--- src/rtl/alm_regs.svh ---
// Register offsets, field positions and reset values of the alarm block.
// Assumes a byte-addressed Wishbone with one 32-bit word per register.
`ifndef ALM_REGS_SVH
`define ALM_REGS_SVH

// Printed offsets are register indices; byte address is four times the index.
`define ALM_IDX_SUMMARY     12'h2c0
`define ALM_IDX_FLAG_BANK   12'h2c1
`define ALM_IDX_MASK        12'h2c2
`define ALM_IDX_LANE_FAULT  12'h2c4
`define ALM_IDX_CAL_SEL     12'h2c6

`define ALM_NUM_SRC         6
`define ALM_NUM_LANES       16
`define ALM_FLAGS_RST       6'h3f
`define ALARM_SOURCE_MASK_RST        6'h3f
`define ALM_RSV_RST         2'h0
`define ALM_RDATA_RST       32'h0
`define ALM_LANE_RST        16'hffff
`define ALM_CAL_SEL_RST     2'h0
`define ALM_CAL_SEL_ALARM   2'h1

`define ALM_BIT_FIFO        5
`define ALM_BIT_LOCK        4
`define ALM_BIT_LINK        3
`define ALM_BIT_REALIGN     2
`define ALM_BIT_OSC         1
`define ALM_BIT_DIV         0

`endif

--- src/rtl/alm_pkg.sv ---
// Types shared by the alarm block.
// Assumes nothing beyond the register header.
package alm_pkg;

  // Wishbone request as seen by the slave.
  typedef struct packed {
    logic        cyc;
    logic        stb;
    logic        we;
    logic [3:0]  sel;
    logic [13:0] adr;
    logic [31:0] dat;
  } alm_wb_req_t;

  // Six alarm sources in register bit order.
  typedef struct packed {
    logic fifo_fault;
    logic lock_loss;
    logic link_fault;
    logic realign_event;
    logic osc_phase_upset;
    logic divider_mismatch;
  } alm_src_t;

endpackage

--- src/rtl/alm_sticky_bit.sv ---
// One sticky flag: set by an event, cleared by a write of one.
// Assumes the event and clear are in the clk_i domain.
`timescale 1ns/1ps
module alm_sticky_bit #(
  parameter logic RST_VAL = 1'b1
) (
  input  wire logic clk_i,
  input  wire logic rst_i,
  input  wire logic set_i,
  input  wire logic clr_i,
  output logic      flag_o
);

  logic flag_q;
  logic flag_d;

  // Set wins over a clear arriving in the same cycle.
  assign flag_d = set_i | (flag_q & ~clr_i);
  assign flag_o = flag_q;

  always_ff @(posedge clk_i) begin
    if (rst_i) begin
      flag_q <= RST_VAL;
    end else begin
      flag_q <= flag_d;
    end
  end

endmodule

--- src/rtl/alm_ctrl.sv ---
// What this block does
// RQ1: Mask bit 5 keeps the lane FIFO flag out of the summary alarm.
// RQ2: Mask bit 4 keeps the lock-loss flag out of the summary alarm.
// RQ3: Mask bit 3 keeps the link fault flag out of the summary alarm.
// RQ4: Mask bit 2 keeps the realign flag out of the summary alarm.
// RQ5: Mask bit 1 keeps the oscillator phase flag out of the summary alarm.
// RQ6: Mask bit 0 keeps the divider mismatch flag out; mask bits 7:6 are reserved.
// RQ7: After reset all six mask bits are one.
// RQ8: Lane bit i sets whenever the FIFO of lane i overflows or underflows.
// RQ9: Writing one to a lane bit clears it.
// RQ10: A lane whose fault persists sets its bit again at once.
// RQ11: After reset all sixteen lane bits read as set.
// RQ12: Writing zero to a lane bit leaves it, and mask writes store their value.
// RQ13: The summary alarm follows flag or mask changes within one cycle.
// RQ14: The summary alarm is one when any set flag has a clear mask bit.
// RQ15: Each of the six flags is set by its event, is one after reset, clears on write one.
// RQ16: The FIFO flag sets whenever any active lane FIFO faults.
// RQ17: When the pin select asks for it, the summary alarm drives the cal status pin.
//
// Alarm aggregation with a classic Wishbone slave, ack one cycle after a request.
// Assumes event inputs are pulses or levels already in the clk_i domain.
//
// Our own choice: the Wishbone slave port.
`timescale 1ns/1ps
module alm_ctrl (
  input  wire logic                 clk_i,
  input  wire logic                 rst_i,
  input  wire logic                 wb_cyc_i,
  input  wire logic                 wb_stb_i,
  input  wire logic                 wb_we_i,
  input  wire logic [3:0]           wb_sel_i,
  input  wire logic [13:0]          wb_adr_i,
  input  wire logic [31:0]          wb_dat_i,
  output logic      [31:0]          wb_dat_o,
  output logic                      wb_ack_o,
  input  wire logic [15:0]          lane_fifo_fault_i,
  input  wire logic [15:0]          lane_active_i,
  input  wire logic                 lock_loss_i,
  input  wire logic                 link_fault_i,
  input  wire logic                 realign_event_i,
  input  wire logic                 osc_phase_upset_i,
  input  wire logic                 divider_mismatch_i,
  input  wire logic                 cal_status_i,
  output logic                      cal_status_pin_o,
  output logic                      irq_o
);

  `include "alm_regs.svh"

  // ==========================================================================
  // Bus decode
  // ==========================================================================
  alm_pkg::alm_wb_req_t req;
  logic [11:0]          idx;
  logic                 valid_req;
  logic                 wr_en;
  logic                 hit_summary;
  logic                 hit_flags;
  logic                 hit_mask;
  logic                 hit_lane;
  logic                 hit_cal;
  logic                 word_ok;

  assign req         = '{cyc: wb_cyc_i, stb: wb_stb_i, we: wb_we_i, sel: wb_sel_i,
                         adr: wb_adr_i, dat: wb_dat_i};
  assign idx         = req.adr[13:2];
  assign word_ok     = (req.adr[1:0] == 2'h0);
  assign valid_req   = req.cyc & req.stb & ~wb_ack_o;
  assign wr_en       = valid_req & req.we;
  assign hit_summary = word_ok & (idx == `ALM_IDX_SUMMARY);
  assign hit_flags   = word_ok & (idx == `ALM_IDX_FLAG_BANK);
  assign hit_mask    = word_ok & (idx == `ALM_IDX_MASK);
  assign hit_lane    = word_ok & (idx == `ALM_IDX_LANE_FAULT);
  assign hit_cal     = word_ok & (idx == `ALM_IDX_CAL_SEL);

  // ==========================================================================
  // Lane fault register
  // ==========================================================================
  logic [15:0] lane_fault;
  logic [15:0] lane_clr;
  logic [15:0] lane_wdat;

  assign lane_wdat = {req.sel[1] ? req.dat[15:8] : 8'h00,
                      req.sel[0] ? req.dat[7:0]  : 8'h00};
  // RQ9 RQ12 write one clears
  assign lane_clr  = (wr_en & hit_lane) ? lane_wdat : 16'h0000;

  genvar gi;
  generate
    for (gi = 0; gi < `ALM_NUM_LANES; gi++) begin : g_lane
      // RQ8 RQ10 RQ11 lane set wins
      alm_sticky_bit #(
        .RST_VAL (1'b1)
      ) u_lane (
        .clk_i  (clk_i),
        .rst_i  (rst_i),
        .set_i  (lane_fifo_fault_i[gi]),
        .clr_i  (lane_clr[gi]),
        .flag_o (lane_fault[gi])
      );
    end
  endgenerate

  // ==========================================================================
  // Alarm flag bank
  // ==========================================================================
  alm_pkg::alm_src_t src_set;
  logic [5:0]        flags;
  logic [5:0]        flag_clr;

  // RQ16 any active lane faults
  assign src_set.fifo_fault       = |(lane_fifo_fault_i & lane_active_i);
  assign src_set.lock_loss        = lock_loss_i;
  assign src_set.link_fault       = link_fault_i;
  assign src_set.realign_event    = realign_event_i;
  assign src_set.osc_phase_upset  = osc_phase_upset_i;
  assign src_set.divider_mismatch = divider_mismatch_i;
  assign flag_clr = (wr_en & hit_flags & req.sel[0]) ? req.dat[5:0] : 6'h00;

  generate
    for (gi = 0; gi < `ALM_NUM_SRC; gi++) begin : g_flag
      // RQ15 sticky alarm flags
      alm_sticky_bit #(
        .RST_VAL (1'b1)
      ) u_flag (
        .clk_i  (clk_i),
        .rst_i  (rst_i),
        .set_i  (src_set[gi]),
        .clr_i  (flag_clr[gi]),
        .flag_o (flags[gi])
      );
    end
  endgenerate

  // ==========================================================================
  // Mask and pin select registers
  // ==========================================================================
  logic [5:0] mask_q;
  logic [5:0] mask_d;
  logic [1:0] reserved_q;
  logic [1:0] reserved_d;
  logic [1:0] cal_sel_q;
  logic [1:0] cal_sel_d;
  logic       wr_mask;
  logic       wr_cal;

  assign wr_mask    = wr_en & hit_mask & req.sel[0];
  assign wr_cal     = wr_en & hit_cal & req.sel[0];
  // RQ12 mask write stores
  assign mask_d     = wr_mask ? req.dat[5:0] : mask_q;
  // RQ6 reserved bits stored
  assign reserved_d = wr_mask ? req.dat[7:6] : reserved_q;
  assign cal_sel_d  = wr_cal ? req.dat[1:0] : cal_sel_q;

  // RQ7 all masked
  always_ff @(posedge clk_i) begin
    if (rst_i) begin
      mask_q <= `ALARM_SOURCE_MASK_RST;
    end else begin
      mask_q <= mask_d;
    end
  end

  // The reserved bits only read back what was written; no logic uses them.
  always_ff @(posedge clk_i) begin
    if (rst_i) begin
      reserved_q <= `ALM_RSV_RST;
    end else begin
      reserved_q <= reserved_d;
    end
  end

  always_ff @(posedge clk_i) begin
    if (rst_i) begin
      cal_sel_q <= `ALM_CAL_SEL_RST;
    end else begin
      cal_sel_q <= cal_sel_d;
    end
  end

  // ==========================================================================
  // Summary alarm
  // ==========================================================================
  logic       suppress_fifo_fault;
  logic       suppress_lock_loss;
  logic       suppress_link_fault;
  logic       suppress_realign_event;
  logic       suppress_osc_phase_upset;
  logic       suppress_divider_mismatch;
  logic       fifo_fault_flag;
  logic       lock_loss_flag;
  logic       link_fault_flag;
  logic       realign_event_flag;
  logic       osc_phase_upset_flag;
  logic       divider_mismatch_flag;
  logic [5:0] live;
  logic       summary;

  // Mask fields in register bit order.
  assign suppress_fifo_fault       = mask_q[`ALM_BIT_FIFO];
  assign suppress_lock_loss        = mask_q[`ALM_BIT_LOCK];
  assign suppress_link_fault       = mask_q[`ALM_BIT_LINK];
  assign suppress_realign_event    = mask_q[`ALM_BIT_REALIGN];
  assign suppress_osc_phase_upset  = mask_q[`ALM_BIT_OSC];
  assign suppress_divider_mismatch = mask_q[`ALM_BIT_DIV];

  // Sticky flags in register bit order.
  assign fifo_fault_flag           = flags[`ALM_BIT_FIFO];
  assign lock_loss_flag            = flags[`ALM_BIT_LOCK];
  assign link_fault_flag           = flags[`ALM_BIT_LINK];
  assign realign_event_flag        = flags[`ALM_BIT_REALIGN];
  assign osc_phase_upset_flag      = flags[`ALM_BIT_OSC];
  assign divider_mismatch_flag     = flags[`ALM_BIT_DIV];

  // RQ1 fifo mask
  assign live[`ALM_BIT_FIFO]    = fifo_fault_flag       & ~suppress_fifo_fault;
  // RQ2 lock mask
  assign live[`ALM_BIT_LOCK]    = lock_loss_flag        & ~suppress_lock_loss;
  // RQ3 link mask
  assign live[`ALM_BIT_LINK]    = link_fault_flag       & ~suppress_link_fault;
  // RQ4 realign mask
  assign live[`ALM_BIT_REALIGN] = realign_event_flag    & ~suppress_realign_event;
  // RQ5 oscillator mask
  assign live[`ALM_BIT_OSC]     = osc_phase_upset_flag  & ~suppress_osc_phase_upset;
  // RQ6 divider mask
  assign live[`ALM_BIT_DIV]     = divider_mismatch_flag & ~suppress_divider_mismatch;
  // The summary is combinational, so irq_o lags any flag or mask change by one register.
  // RQ14 summary of unmasked
  assign summary = |live;

  // ==========================================================================
  // Read data
  // ==========================================================================
  logic [31:0] rd_summary;
  logic [31:0] rd_flags;
  logic [31:0] rd_mask;
  logic [31:0] rd_lane;
  logic [31:0] rd_cal;
  logic [31:0] rdata;

  // Each word is zero unless its register is addressed, so the words OR together.
  assign rd_summary = hit_summary ? {31'h0, summary} : 32'h0;
  assign rd_flags   = hit_flags   ? {26'h0, flags} : 32'h0;
  assign rd_mask    = hit_mask    ? {24'h0, reserved_q, mask_q} : 32'h0;
  assign rd_lane    = hit_lane    ? {16'h0, lane_fault} : 32'h0;
  assign rd_cal     = hit_cal     ? {30'h0, cal_sel_q} : 32'h0;
  assign rdata      = rd_summary
                    | rd_flags
                    | rd_mask
                    | rd_lane
                    | rd_cal;

  // ==========================================================================
  // Registered outputs
  // ==========================================================================
  logic        cal_pin_d;
  logic        irq_d;
  logic        ack_d;
  logic [31:0] dat_d;

  // RQ17 alarm onto pin
  assign cal_pin_d = (cal_sel_q == `ALM_CAL_SEL_ALARM) ? summary : cal_status_i;
  assign irq_d     = summary;
  // valid_req excludes the ack cycle, so ack is one cycle wide even when a strobe is held too long.
  assign ack_d     = valid_req;
  // Data is zero outside an acknowledged read so stale words never reach the bus.
  assign dat_d     = (valid_req & ~req.we) ? rdata : `ALM_RDATA_RST;

  always_ff @(posedge clk_i) begin
    if (rst_i) begin
      wb_ack_o <= 1'b0;
    end else begin
      wb_ack_o <= ack_d;
    end
  end

  always_ff @(posedge clk_i) begin
    if (rst_i) begin
      wb_dat_o <= `ALM_RDATA_RST;
    end else begin
      wb_dat_o <= dat_d;
    end
  end

  // RQ13 one cycle update
  always_ff @(posedge clk_i) begin
    if (rst_i) begin
      irq_o <= 1'b0;
    end else begin
      irq_o <= irq_d;
    end
  end

  // Select codes other than the alarm code pass the normal calibration status.
  always_ff @(posedge clk_i) begin
    if (rst_i) begin
      cal_status_pin_o <= 1'b0;
    end else begin
      cal_status_pin_o <= cal_pin_d;
    end
  end

endmodule

--- config.mk ---
export PLATFORM = sky130hd
export DESIGN_NAME = alm_ctrl
export DESIGN_NICKNAME = d
export VERILOG_FILES = /design/src/rtl/alm_pkg.sv /design/src/rtl/alm_sticky_bit.sv /design/src/rtl/alm_ctrl.sv
export VERILOG_INCLUDE_DIRS = /design/src /design/src/rtl
export SDC_FILE = /design/constraint.sdc
export NUM_CORES = 1
export LEC_CHECK = 0
export BUFFER_PORTS_ARGS = -buffer_cell sky130_fd_sc_hd__buf_2
export CELL_PAD_IN_SITES_DETAIL_PLACEMENT = 1
export CELL_PAD_IN_SITES_GLOBAL_PLACEMENT = 2
export CORE_MARGIN = 2
export CORE_UTILIZATION = 22
export DETAILED_ROUTE_END_ITERATION = 10
export PLACE_DENSITY_LB_ADDON = 0.25
export SETUP_SLACK_MARGIN = 0.2
export SYNTH_ARGS = -nofsm -noshare
export SYNTH_HDL_FRONTEND = slang
export SYNTH_SLANG_ARGS = --single-unit
--- constraint.sdc ---
create_clock -name clk_i -period 1.95 [get_ports clk_i]
set_clock_uncertainty 0.2 [all_clocks]
set_input_delay 0.4875 -clock clk_i [delete_from_list [all_inputs] [get_ports clk_i]]
set_output_delay 0.4875 -clock clk_i [all_outputs]
set_load 0.1 [all_outputs]
# ---- Yosys cells after proc, flatten, opt, wreduce, memory -nomap -nowiden
# Index checks and enable logic that the tools add are counted.
dict set report op_classes {
  n_reduce_logical 4
  n_eq_ne 6
  bitwise_logic 102
  mux 10
}
# cell n
set op_table {}
lappend op_table {{== test 12 x 10 -> 1 bit, second input constant} 5}
lappend op_table {{AND 1 bit} 44}
lappend op_table {{2-to-1 mux 16 bit} 2}
lappend op_table {{NOT 1 bit} 31}
lappend op_table {{2-to-1 mux 8 bit} 3}
lappend op_table {{bitwise OR 1 bit} 22}
lappend op_table {{AND 16 bit} 1}
lappend op_table {{bitwise OR 16 x 2 -> 16 bit} 1}
lappend op_table {{bitwise OR 8 x 16 -> 16 bit} 1}
lappend op_table {{OR reduction 16 bit} 1}
lappend op_table {{2-to-1 mux 6 bit} 2}
lappend op_table {{bitwise OR 6 x 8 -> 8 bit} 1}
lappend op_table {{bitwise OR 1 x 6 -> 6 bit} 1}
lappend op_table {{OR reduction 6 bit} 1}
lappend op_table {{== test 2 x 1 -> 1 bit, second input constant} 1}
lappend op_table {{logical NOT 2 bit} 1}
lappend op_table {{2-to-1 mux 1 bit} 2}
lappend op_table {{2-to-1 mux 2 bit} 1}
lappend op_table {{OR reduction 2 bit} 1}
dict set report word_totals {
  in_bits 93
  word_cells 151
  register_bits 67
  output_inout_bits 35
}

# ---- Logic depth before layout (Yosys ltp)
# Gate-level depths: netlist of the first run.
dict set report depth {
  word_depth 9
  depth_mapped 6
  depth_no_buf 4
}

# ---- Cells and area by module
# From an unflattened synthesis of the first run, not the netlist that was laid out.
dict set report unflattened {
  hier_cells 280
  hier_area_um2 2369.8
}
# module area_per_inst_um2 cells_each instances
set by_module_without_submodules {}
lappend by_module_without_submodules {alm_ctrl 1654.1 192 1}
lappend by_module_without_submodules {alm_sticky_bit 32.5 4 22}

# ---- Least setup slack after synthesis of the first run
# Ideal clock, no wire load.
dict set report synth_path {
  kind {flip-flop to flip-flop}
  from {register wb_ack_o}
  to {register g_flag[0].u_flag.flag_q}
  stages_incl_launch_ff 6
  path_buffers 1
  arrival_ps 1822
  setup_slack_ps -199
  path_cell_list {dfxtp_1 > and4b_1 > and4b_4 > buf_6 > a41oi_1 > or3_1}
}
dict set report synth_via {
  elab_chain_cells 9
}
# item line_no
set synth_rtl {}
lappend synth_rtl {{start: declaration} alm_ctrl.sv:35} ;# output logic wb_ack_o,
lappend synth_rtl {{start signal: assignment} alm_ctrl.sv:273} ;# wb_ack_o <= ack_d;
lappend synth_rtl {{NOT 1 bit} alm_ctrl.sv:68} ;# assign valid_req = req.cyc & req.stb & ~wb_ack_o;
lappend synth_rtl {{AND 1 bit} alm_ctrl.sv:68}
lappend synth_rtl {{AND 1 bit} alm_ctrl.sv:69} ;# assign wr_en = valid_req & req.we;
lappend synth_rtl {{AND 1 bit (2 in series)} alm_ctrl.sv:118} ;# assign flag_clr = (wr_en & hit_flags & req.sel[0]) ? req.dat[5:0] : 6'h00;
lappend synth_rtl {{2-to-1 mux 6 bit} alm_ctrl.sv:118}
lappend synth_rtl {{NOT 1 bit} alm_sticky_bit.sv:18} ;# assign flag_d = set_i | (flag_q & ~clr_i);
lappend synth_rtl {{AND 1 bit} alm_sticky_bit.sv:18}
lappend synth_rtl {{bitwise OR 1 bit} alm_sticky_bit.sv:18}
lappend synth_rtl {{end signal: assignment} alm_sticky_bit.sv:25} ;# flag_q <= flag_d;
lappend synth_rtl {{end: declaration} alm_sticky_bit.sv:14} ;# logic flag_q;
# No other way between the ends.
# A chain may end at the register's enable or synchronous reset.

# ---- Worst setup path in the final report of the first run
dict set report layout_path {
  from {register wb_dat_o[2]}
  to {output wb_dat_o[2]}
}
# item line_no
set layout_lines {}
lappend layout_lines {{start: declaration} alm_ctrl.sv:34} ;# output logic [31:0] wb_dat_o,
lappend layout_lines {{start signal: assignment} alm_ctrl.sv:279} ;# wb_dat_o <= `ALM_RDATA_RST;
lappend layout_lines {{start signal: assignment} alm_ctrl.sv:281} ;# wb_dat_o <= dat_d;
# No word-level cell between the ends.

==> impl_metrics.ini, run 1 <==
[die]
core-area_sq_um = 10790
fp.dieW_microns = 108.7
row_count = 38
die_y_microns = 108.7
pin_count = 128
dieArea_sq_um = 11820
start_util_pct = 22.36

[layout]
final_cells = 523
drive_gt1_share_pct = 43.08
final_nets = 475
fillers = 1293
synthToLayoutAreaGrowth_pct = 44.27
antennaDiodeCount = 0

[grt]
grt_overflow = 0
grt_max_degree = 45
grt_pass1_wl_microns = 12940
grt_pass1_vias = 2444
grt_use_total_pct = 14.27
antenna_found_initial = 0

[timing]
maxSlewViolCount = 0
layout_setup_ws_ns = 0.2251
whs_ns = 0.1568
rsz0062_at_grt = yes
tns_ns = 0
period_share_pct = 88.46
fmax_ghz = 0.5797
setup_viol = 0
final_hold_viol_count = 0
min_period_ns = 1.725

[clock_tree]
clk_pin_slew_worst_paths_ns = 0.10
clk_latency_ns = 0.31
cts.sinks = 51
cts_tree = done
clockBufferDepth = 2
cts_made_buffers = 5
root_buffer = clkbuf_8
cts_max_level = 2

[route]
drt_iter0_drc = 69
vias = 2434
viasPerCell = 4.654
firstDrtPassIters = 4
drc_errors = 0
antenna_left = 0
routed_wl_microns = 8287
wire_per_inst_microns = 15.85

[setup_path]
slowest_stage = buf_2
r2r_slack_ns = 0.24
crit_cells = 1
required_ns = 1.26
crit_type = reg2out
r2r_start = wb_ack_o$_SDFF_PP0_
cpLargestDelayFamily = buffers and inverters
path_cells = buf_2
crit_end = wb_dat_o[2]
crit_path_end_kind = primary output
regToRegEndpoint = g_flag[0].u_flag.flag_o$_SDFF_PP1_
crit_path_max_incr_delay_ns = 0.41
critPathLaunchType = flop
crit_buf_inv = 1
cp_max_fo = 1
cp.arrival_ns = 1.04
startpoint = wb_dat_o[2]$_SDFF_PP0_
r2r.worst_path.cells = 4

[yosys]
yosysWarnings = 0
syn-mean-instance-area_sq_um = 9.177
synthCells = 263
yosysTopAreaCell = dfxtp_1
synth_area_leaders = dfxtp_1 42%, nor3_1 6.8%, buf_4 5.3%
seq_area_frac_synth_pct = 42.30
syn_area_sq_um = 2414
async_flop_share_pct = 0
ys_ff_latch = 51
synth_top_area_share_pct = 42.30
synth-edff-count = 0
ys.flop_type = dfxtp_1
synth_cell_types = 47

[power]
power_frac_clock_pct = 30.8
p_sw_mw = 0.6630
finalPower_mw = 2.084
combinationalPowerShare_pct = 19.2
powerDensity_nw_per_um2 = 598.6
ir_worst_vdd_uv = 244.4
seq_power_share_pct = 50.0
p_leak_nw = 1.522
p_sw_share_pct = 31.81
intPower_mw = 1.421

[placement]
gp_congestion = 0.7832
hpwl_microns = 6654
dp.cells = 512
pre_cts_slack_ns = -0.1914
io_buffer_count = 93

[worst_hold_path]
hp-start = link_fault_i
hold_class = in2reg

[outcome]
status = complete, no violations

[job]
cap_viol_max_count = 0
[metal layers]
metal  up-vias  global-route usage, %  wire (microns)
li1       1191                      -               -
met1      1161                  17.29            3625
met2        74                  25.62            4128
met3         8                  3.228             477
met4         0                  3.205              55
met5         -                      0               0
[per-stage QoR]
| step | util (%) | area (sq um) |
|---|---|---|
| floorplan | - | 2534 |
| global placement | 29.79 | 3216 |
| detailed placement | 29.79 | 3216 |
| CTS | 31.03 | 3349 |
| global route | 32.26 | 3482 |
| finish | 32.26 | 3482 |
[layout by cell type (no fill, tap or decap), drive strengths merged]
master | Yosys | final
a2111oi | 1 | 1
a211oi | 2 | 2
a21o | 1 | 1
a21oi | 4 | 4
a222oi | 1 | 1
a22o | 10 | 10
a22oi | 7 | 7
a31oi | 14 | 14
a41oi | 13 | 13
and2 | 10 | 10
and4b | 2 | 2
and4bb | 1 | 1
buf | 24 | 121
clkbuf | 5 | 10
clkinv | 0 | 2
clkinvlp | 0 | 1
conb | 1 | 16
dfxtp | 51 | 51
inv | 7 | 7
mux2 | 2 | 2
mux2i | 2 | 2
nand2 | 18 | 18
nand2b | 1 | 1
nand3 | 3 | 3
nand3b | 1 | 1
nand4 | 3 | 3
nand4b | 2 | 2
nor2 | 13 | 13
nor2b | 4 | 4
nor3 | 37 | 37
nor3b | 2 | 2
nor4b | 1 | 1
o21ai | 9 | 9
o22ai | 3 | 3
o41ai | 1 | 1
or2 | 1 | 1
or3 | 5 | 5
or4 | 1 | 1
[synth_stat cells, types with 2 or more instances]
| cell type | n |
|---|---|
| nor2_1 | 12 |
| nand3_1 | 3 |
| a21oi_1 | 4 |
| nor3_4 | 2 |
| a22oi_1 | 7 |
| mux2_2 | 2 |
| or3_1 | 5 |
| a41oi_1 | 13 |
| buf_2 | 4 |
| nor3_2 | 2 |
| nand4_1 | 3 |
| clkbuf_1 | 5 |
| inv_1 | 7 |
| nor3_1 | 33 |
| nand2_1 | 18 |
| a211oi_1 | 2 |
| nor2b_1 | 4 |
| mux2i_1 | 2 |
| dfxtp_1 | 51 |
| and2_1 | 8 |
| a22o_1 | 10 |
| buf_4 | 17 |
| o22ai_1 | 3 |
| o21ai_0 | 9 |
| buf_6 | 2 |
| a31oi_1 | 14 |
[how the worst min path moves through the flow]
stage                                          to  slack, ns  depth (start not counted)
2_1_floorplan             wb_dat_o[10]$_SDFF_PP0_       0.23                          1
3_3_place_gp                  wb_ack_o$_SDFF_PP0_       0.22                          1
3_5_place_dp                  wb_ack_o$_SDFF_PP0_       0.23                          1
4_1_cts        g_flag[1].u_flag.flag_o$_SDFF_PP1_       0.15                          2
5_1_grt        g_flag[1].u_flag.flag_o$_SDFF_PP1_       0.16                          2
6_report       g_flag[3].u_flag.flag_o$_SDFF_PP1_       0.16                          2
[cells by family (layout without fill, tap and decap cells)]
group | count (synthesis) | count (layout) | share of synthesized area [%]
other | 1 | 16 | 0.1554
AO/OA/AOI/OAI | 66 | 66 | 19.70
AND/OR/NAND/NOR | 105 | 105 | 27.01
flip-flops | 51 | 51 | 42.30
buffers and inverters | 36 | 141 | 9.072
multiplexers | 4 | 4 | 1.763
[flip-flops by register name, indices dropped and copies added, names as in the netlist]
| signal | cells |
|---|---|
| g_lane.u_lane.flag_o | 16 |
| wb_ack_o | 1 |
| irq_o | 1 |
| cal_status_pin_o | 1 |
| g_flag.u_flag.flag_o | 6 |
| mask_q | 6 |
| cal_sel_q | 2 |
| wb_dat_o | 16 |
| reserved_q | 2 |
[final cells by class]
cell class	count	area [sq um]	area share, %
clock buffer	5	68.82	1.976
clock inverter	3	25.02	0.7186
inverter	7	26.28	0.7546
multi-input combinational	191	1346	38.66
sequential	51	1025	29.43
tap	140	175.2	5.031
timing repair buffer	126	815.8	23.43
[power by group through the flow]
stage | Combinational, mW | Sequential, mW | Clock (mW)
6_report | 0.399 | 1.04 | 0.642
4_1_cts | 0.391 | 1.04 | 0.669
3_5_place_dp | 0.389 | 1.07 | 0
3_3_place_gp | 0.385 | 1.07 | 0
2_1_floorplan | 0.249 | 1.08 | 0
5_1_grt | 0.428 | 1.04 | 0.705
[repair_timing]
item / CTS / global route
hold buffers: 0 / 0
resized for setup: 14 / 24
setup buffers: 0 / 3
gates cloned: 0 / 0
hold endpoints to repair: 0 / 0
pin swaps: 5 / 13
endpoints found under the setup margin: 33 / 47
Note: power is estimated with default switching activity, not from simulation.
==> run 2, diff against run 1 <==
--- a/config.mk
+++ b/config.mk
@@ -9,7 +9,7 @@
 export BUFFER_PORTS_ARGS = -buffer_cell sky130_fd_sc_hd__buf_2
 export CELL_PAD_IN_SITES_DETAIL_PLACEMENT = 1
 export CELL_PAD_IN_SITES_GLOBAL_PLACEMENT = 2
-export CORE_MARGIN = 2
+export CORE_MARGIN = 3
 export CORE_UTILIZATION = 22
 export DETAILED_ROUTE_END_ITERATION = 10
 export PLACE_DENSITY_LB_ADDON = 0.25
==> run 2 against run 1 <==
Compared with the run above: cell count up 0.19%; total power grew 5.7%; global-route usage is 0.45 points lower; sequential share of layout area shrank 1.1 points; wire length grew 5.7%; register-to-register slack lost 0.07 ns; clock-buffer cell count is the same; critical path depth grew 6; worst hold slack better by 0.0040 ns; critical endpoint is now wb_dat_o[4]$_SDFF_PP0_; highest routed layer unchanged.
==> impl_metrics.ini, run 2 (synthesis results as in run 1) <==
[outcome]
status = complete, no violations

[timing]
rsz0062_at_grt = yes
period_share_pct = 93.42
layout_setup_ws_ns = 0.1284
fmax_ghz = 0.5490
setup_viol = 0
min_period_ns = 1.822
final_hold_viol_count = 0
maxSlewViolCount = 0

[route]
antenna_left = 0
wire_per_inst_microns = 16.71
drt_iter0_drc = 78
routed_wl_microns = 8756
firstDrtPassIters = 4
viasPerCell = 4.742
drc_errors = 0
vias = 2485

[clock_tree]
cts_made_buffers = 5
cts_max_level = 2
cts_tree = done
clk_pin_slew_worst_paths_ns = 0.09
clk_latency_ns = 0.31
root_buffer = clkbuf_8
clockBufferDepth = 2
cts.sinks = 51
cts_hold_buf = 0

[placement]
io_buffer_count = 93
pre_cts_slack_ns = -0.3935
dp.cells = 510
hpwl_microns = 6763
gp_congestion = 0.7931
place_area_sq_um = 3251

[power]
powerDensity_nw_per_um2 = 610.1
finalPower_mw = 2.203
p_leak_nw = 1.555
ir_worst_vdd_uv = 298.1

[layout]
synthToLayoutAreaGrowth_pct = 49.61
stdcell_area_sq_um = 3611
final_cells = 524
fillers = 1247
antennaDiodeCount = 0
drive_gt1_share_pct = 45.88
final_common_cell = buf_2
final_nets = 481
final_cell_mix = 75 x buf_2, 50 x dfxtp_1, 34 x buf_4
finish.utilization_pct = 34.36

[die]
dieArea_sq_um = 12260
core-area_sq_um = 10510
fp.dieW_microns = 110.7
row_count = 37
start_util_pct = 22.97
die_y_microns = 110.7
pin_count = 128

[worst_hold_path]
hold_class = in2reg

[grt]
grt_overflow = 0
grt_use_total_pct = 13.82
antenna_found_initial = 0
grt_pass1_vias = 2546
grt_pass1_wl_microns = 13550
grt_max_degree = 45

[job]
cap_viol_max_count = 0

[setup_path]
cp_max_fo = 5
crit_type = in2reg
cp.arrival_ns = 1.87
required_ns = 2.00
crit_path_end_kind = flop
critPathLaunchType = primary input
[run 2: changes by cell type in the layout (fill, tap and decap cells not counted), moves of 2 or more]
| cell | before | now |
|---|---|---|
| nor3_1 | 32 | 28 |
| and2_4 | 3 | 1 |
| nor3_2 | 1 | 5 |
| buf_4 | 37 | 34 |
| clkbuf_4 | 5 | 12 |
| and2_1 | 6 | 8 |
| clkinv_4 | 2 | 0 |
| buf_12 | 2 | 4 |
| a41oi_2 | 9 | 13 |
| a41oi_1 | 4 | 0 |
[run 2: layer usage]
metal	vias to the layer above	track usage [%]	part of all wire, %
met4	0	3.448	1.7
li1	1199	-	-
met5	-	0	0
met3	12	2.948	5.3
met1	1192	17.49	45
met2	82	23.87	48
[run 2: final timing paths]
| check | from | to | slack (ns) | cells after the start |
|---|---|---|---|---|
| setup reg to reg | wb_ack_o$_SDFF_PP0_ | g_flag[0].u_flag.flag_o$_SDFF_PP1_ | 0.17 | 4 |
| hold reg to reg | wb_ack_o$_SDFF_PP0_ | wb_ack_o$_SDFF_PP0_ | 0.24 | 1 |
| hold / removal | realign_event_i | g_flag[2].u_flag.flag_o$_SDFF_PP1_ | 0.16 | 2 |
| setup / recovery | wb_adr_i[0] | wb_dat_o[4]$_SDFF_PP0_ | 0.13 | 7 |
[run 2: power breakdown]
group | total, mW | switching [mW] | internal (mW)
clock | 0.750 | 0.373 | 0.377
combinational | 0.410 | 0.283 | 0.127
sequential | 1.04 | 0.000981 | 1.04
total | 2.20 | 0.657 | 1.55
[run 2: cell type report]
type	instances	area [sq um]	share of cell area, %
clock buffer	5	68.82	1.906
clock inverter	2	36.28	1.005
inverter	7	26.28	0.7277
multi-input combinational	191	1405	38.91
sequential	51	1025	28.38
tap	136	170.2	4.712
timing repair buffer	132	879.6	24.36
[run 2: worst max-delay path, stage by stage]
cell and delay [ns]:
buf_6 0.09, nor4b_4 0.38, nand4b_4 0.21, buf_4 0.20, nor3_4 0.18, buf_4 0.17
a22o_1 0.15
[run 2: repair_timing]
action | 4_1_cts | 5_1_grt
buffers inserted | 6 | 1
resized for setup | 17 | 28
endpoints found under the setup margin | 26 | 58
pin swaps | 8 | 14
[run 2: stage by stage]
stage,setup TNS (ns),hold slack [ns]
CTS,0,0.1528
detailed placement,-6.661,0.2257
floorplan,0,0.2308
finish,0,0.1608
global route,0,0.1586
global placement,-5.454,0.2172
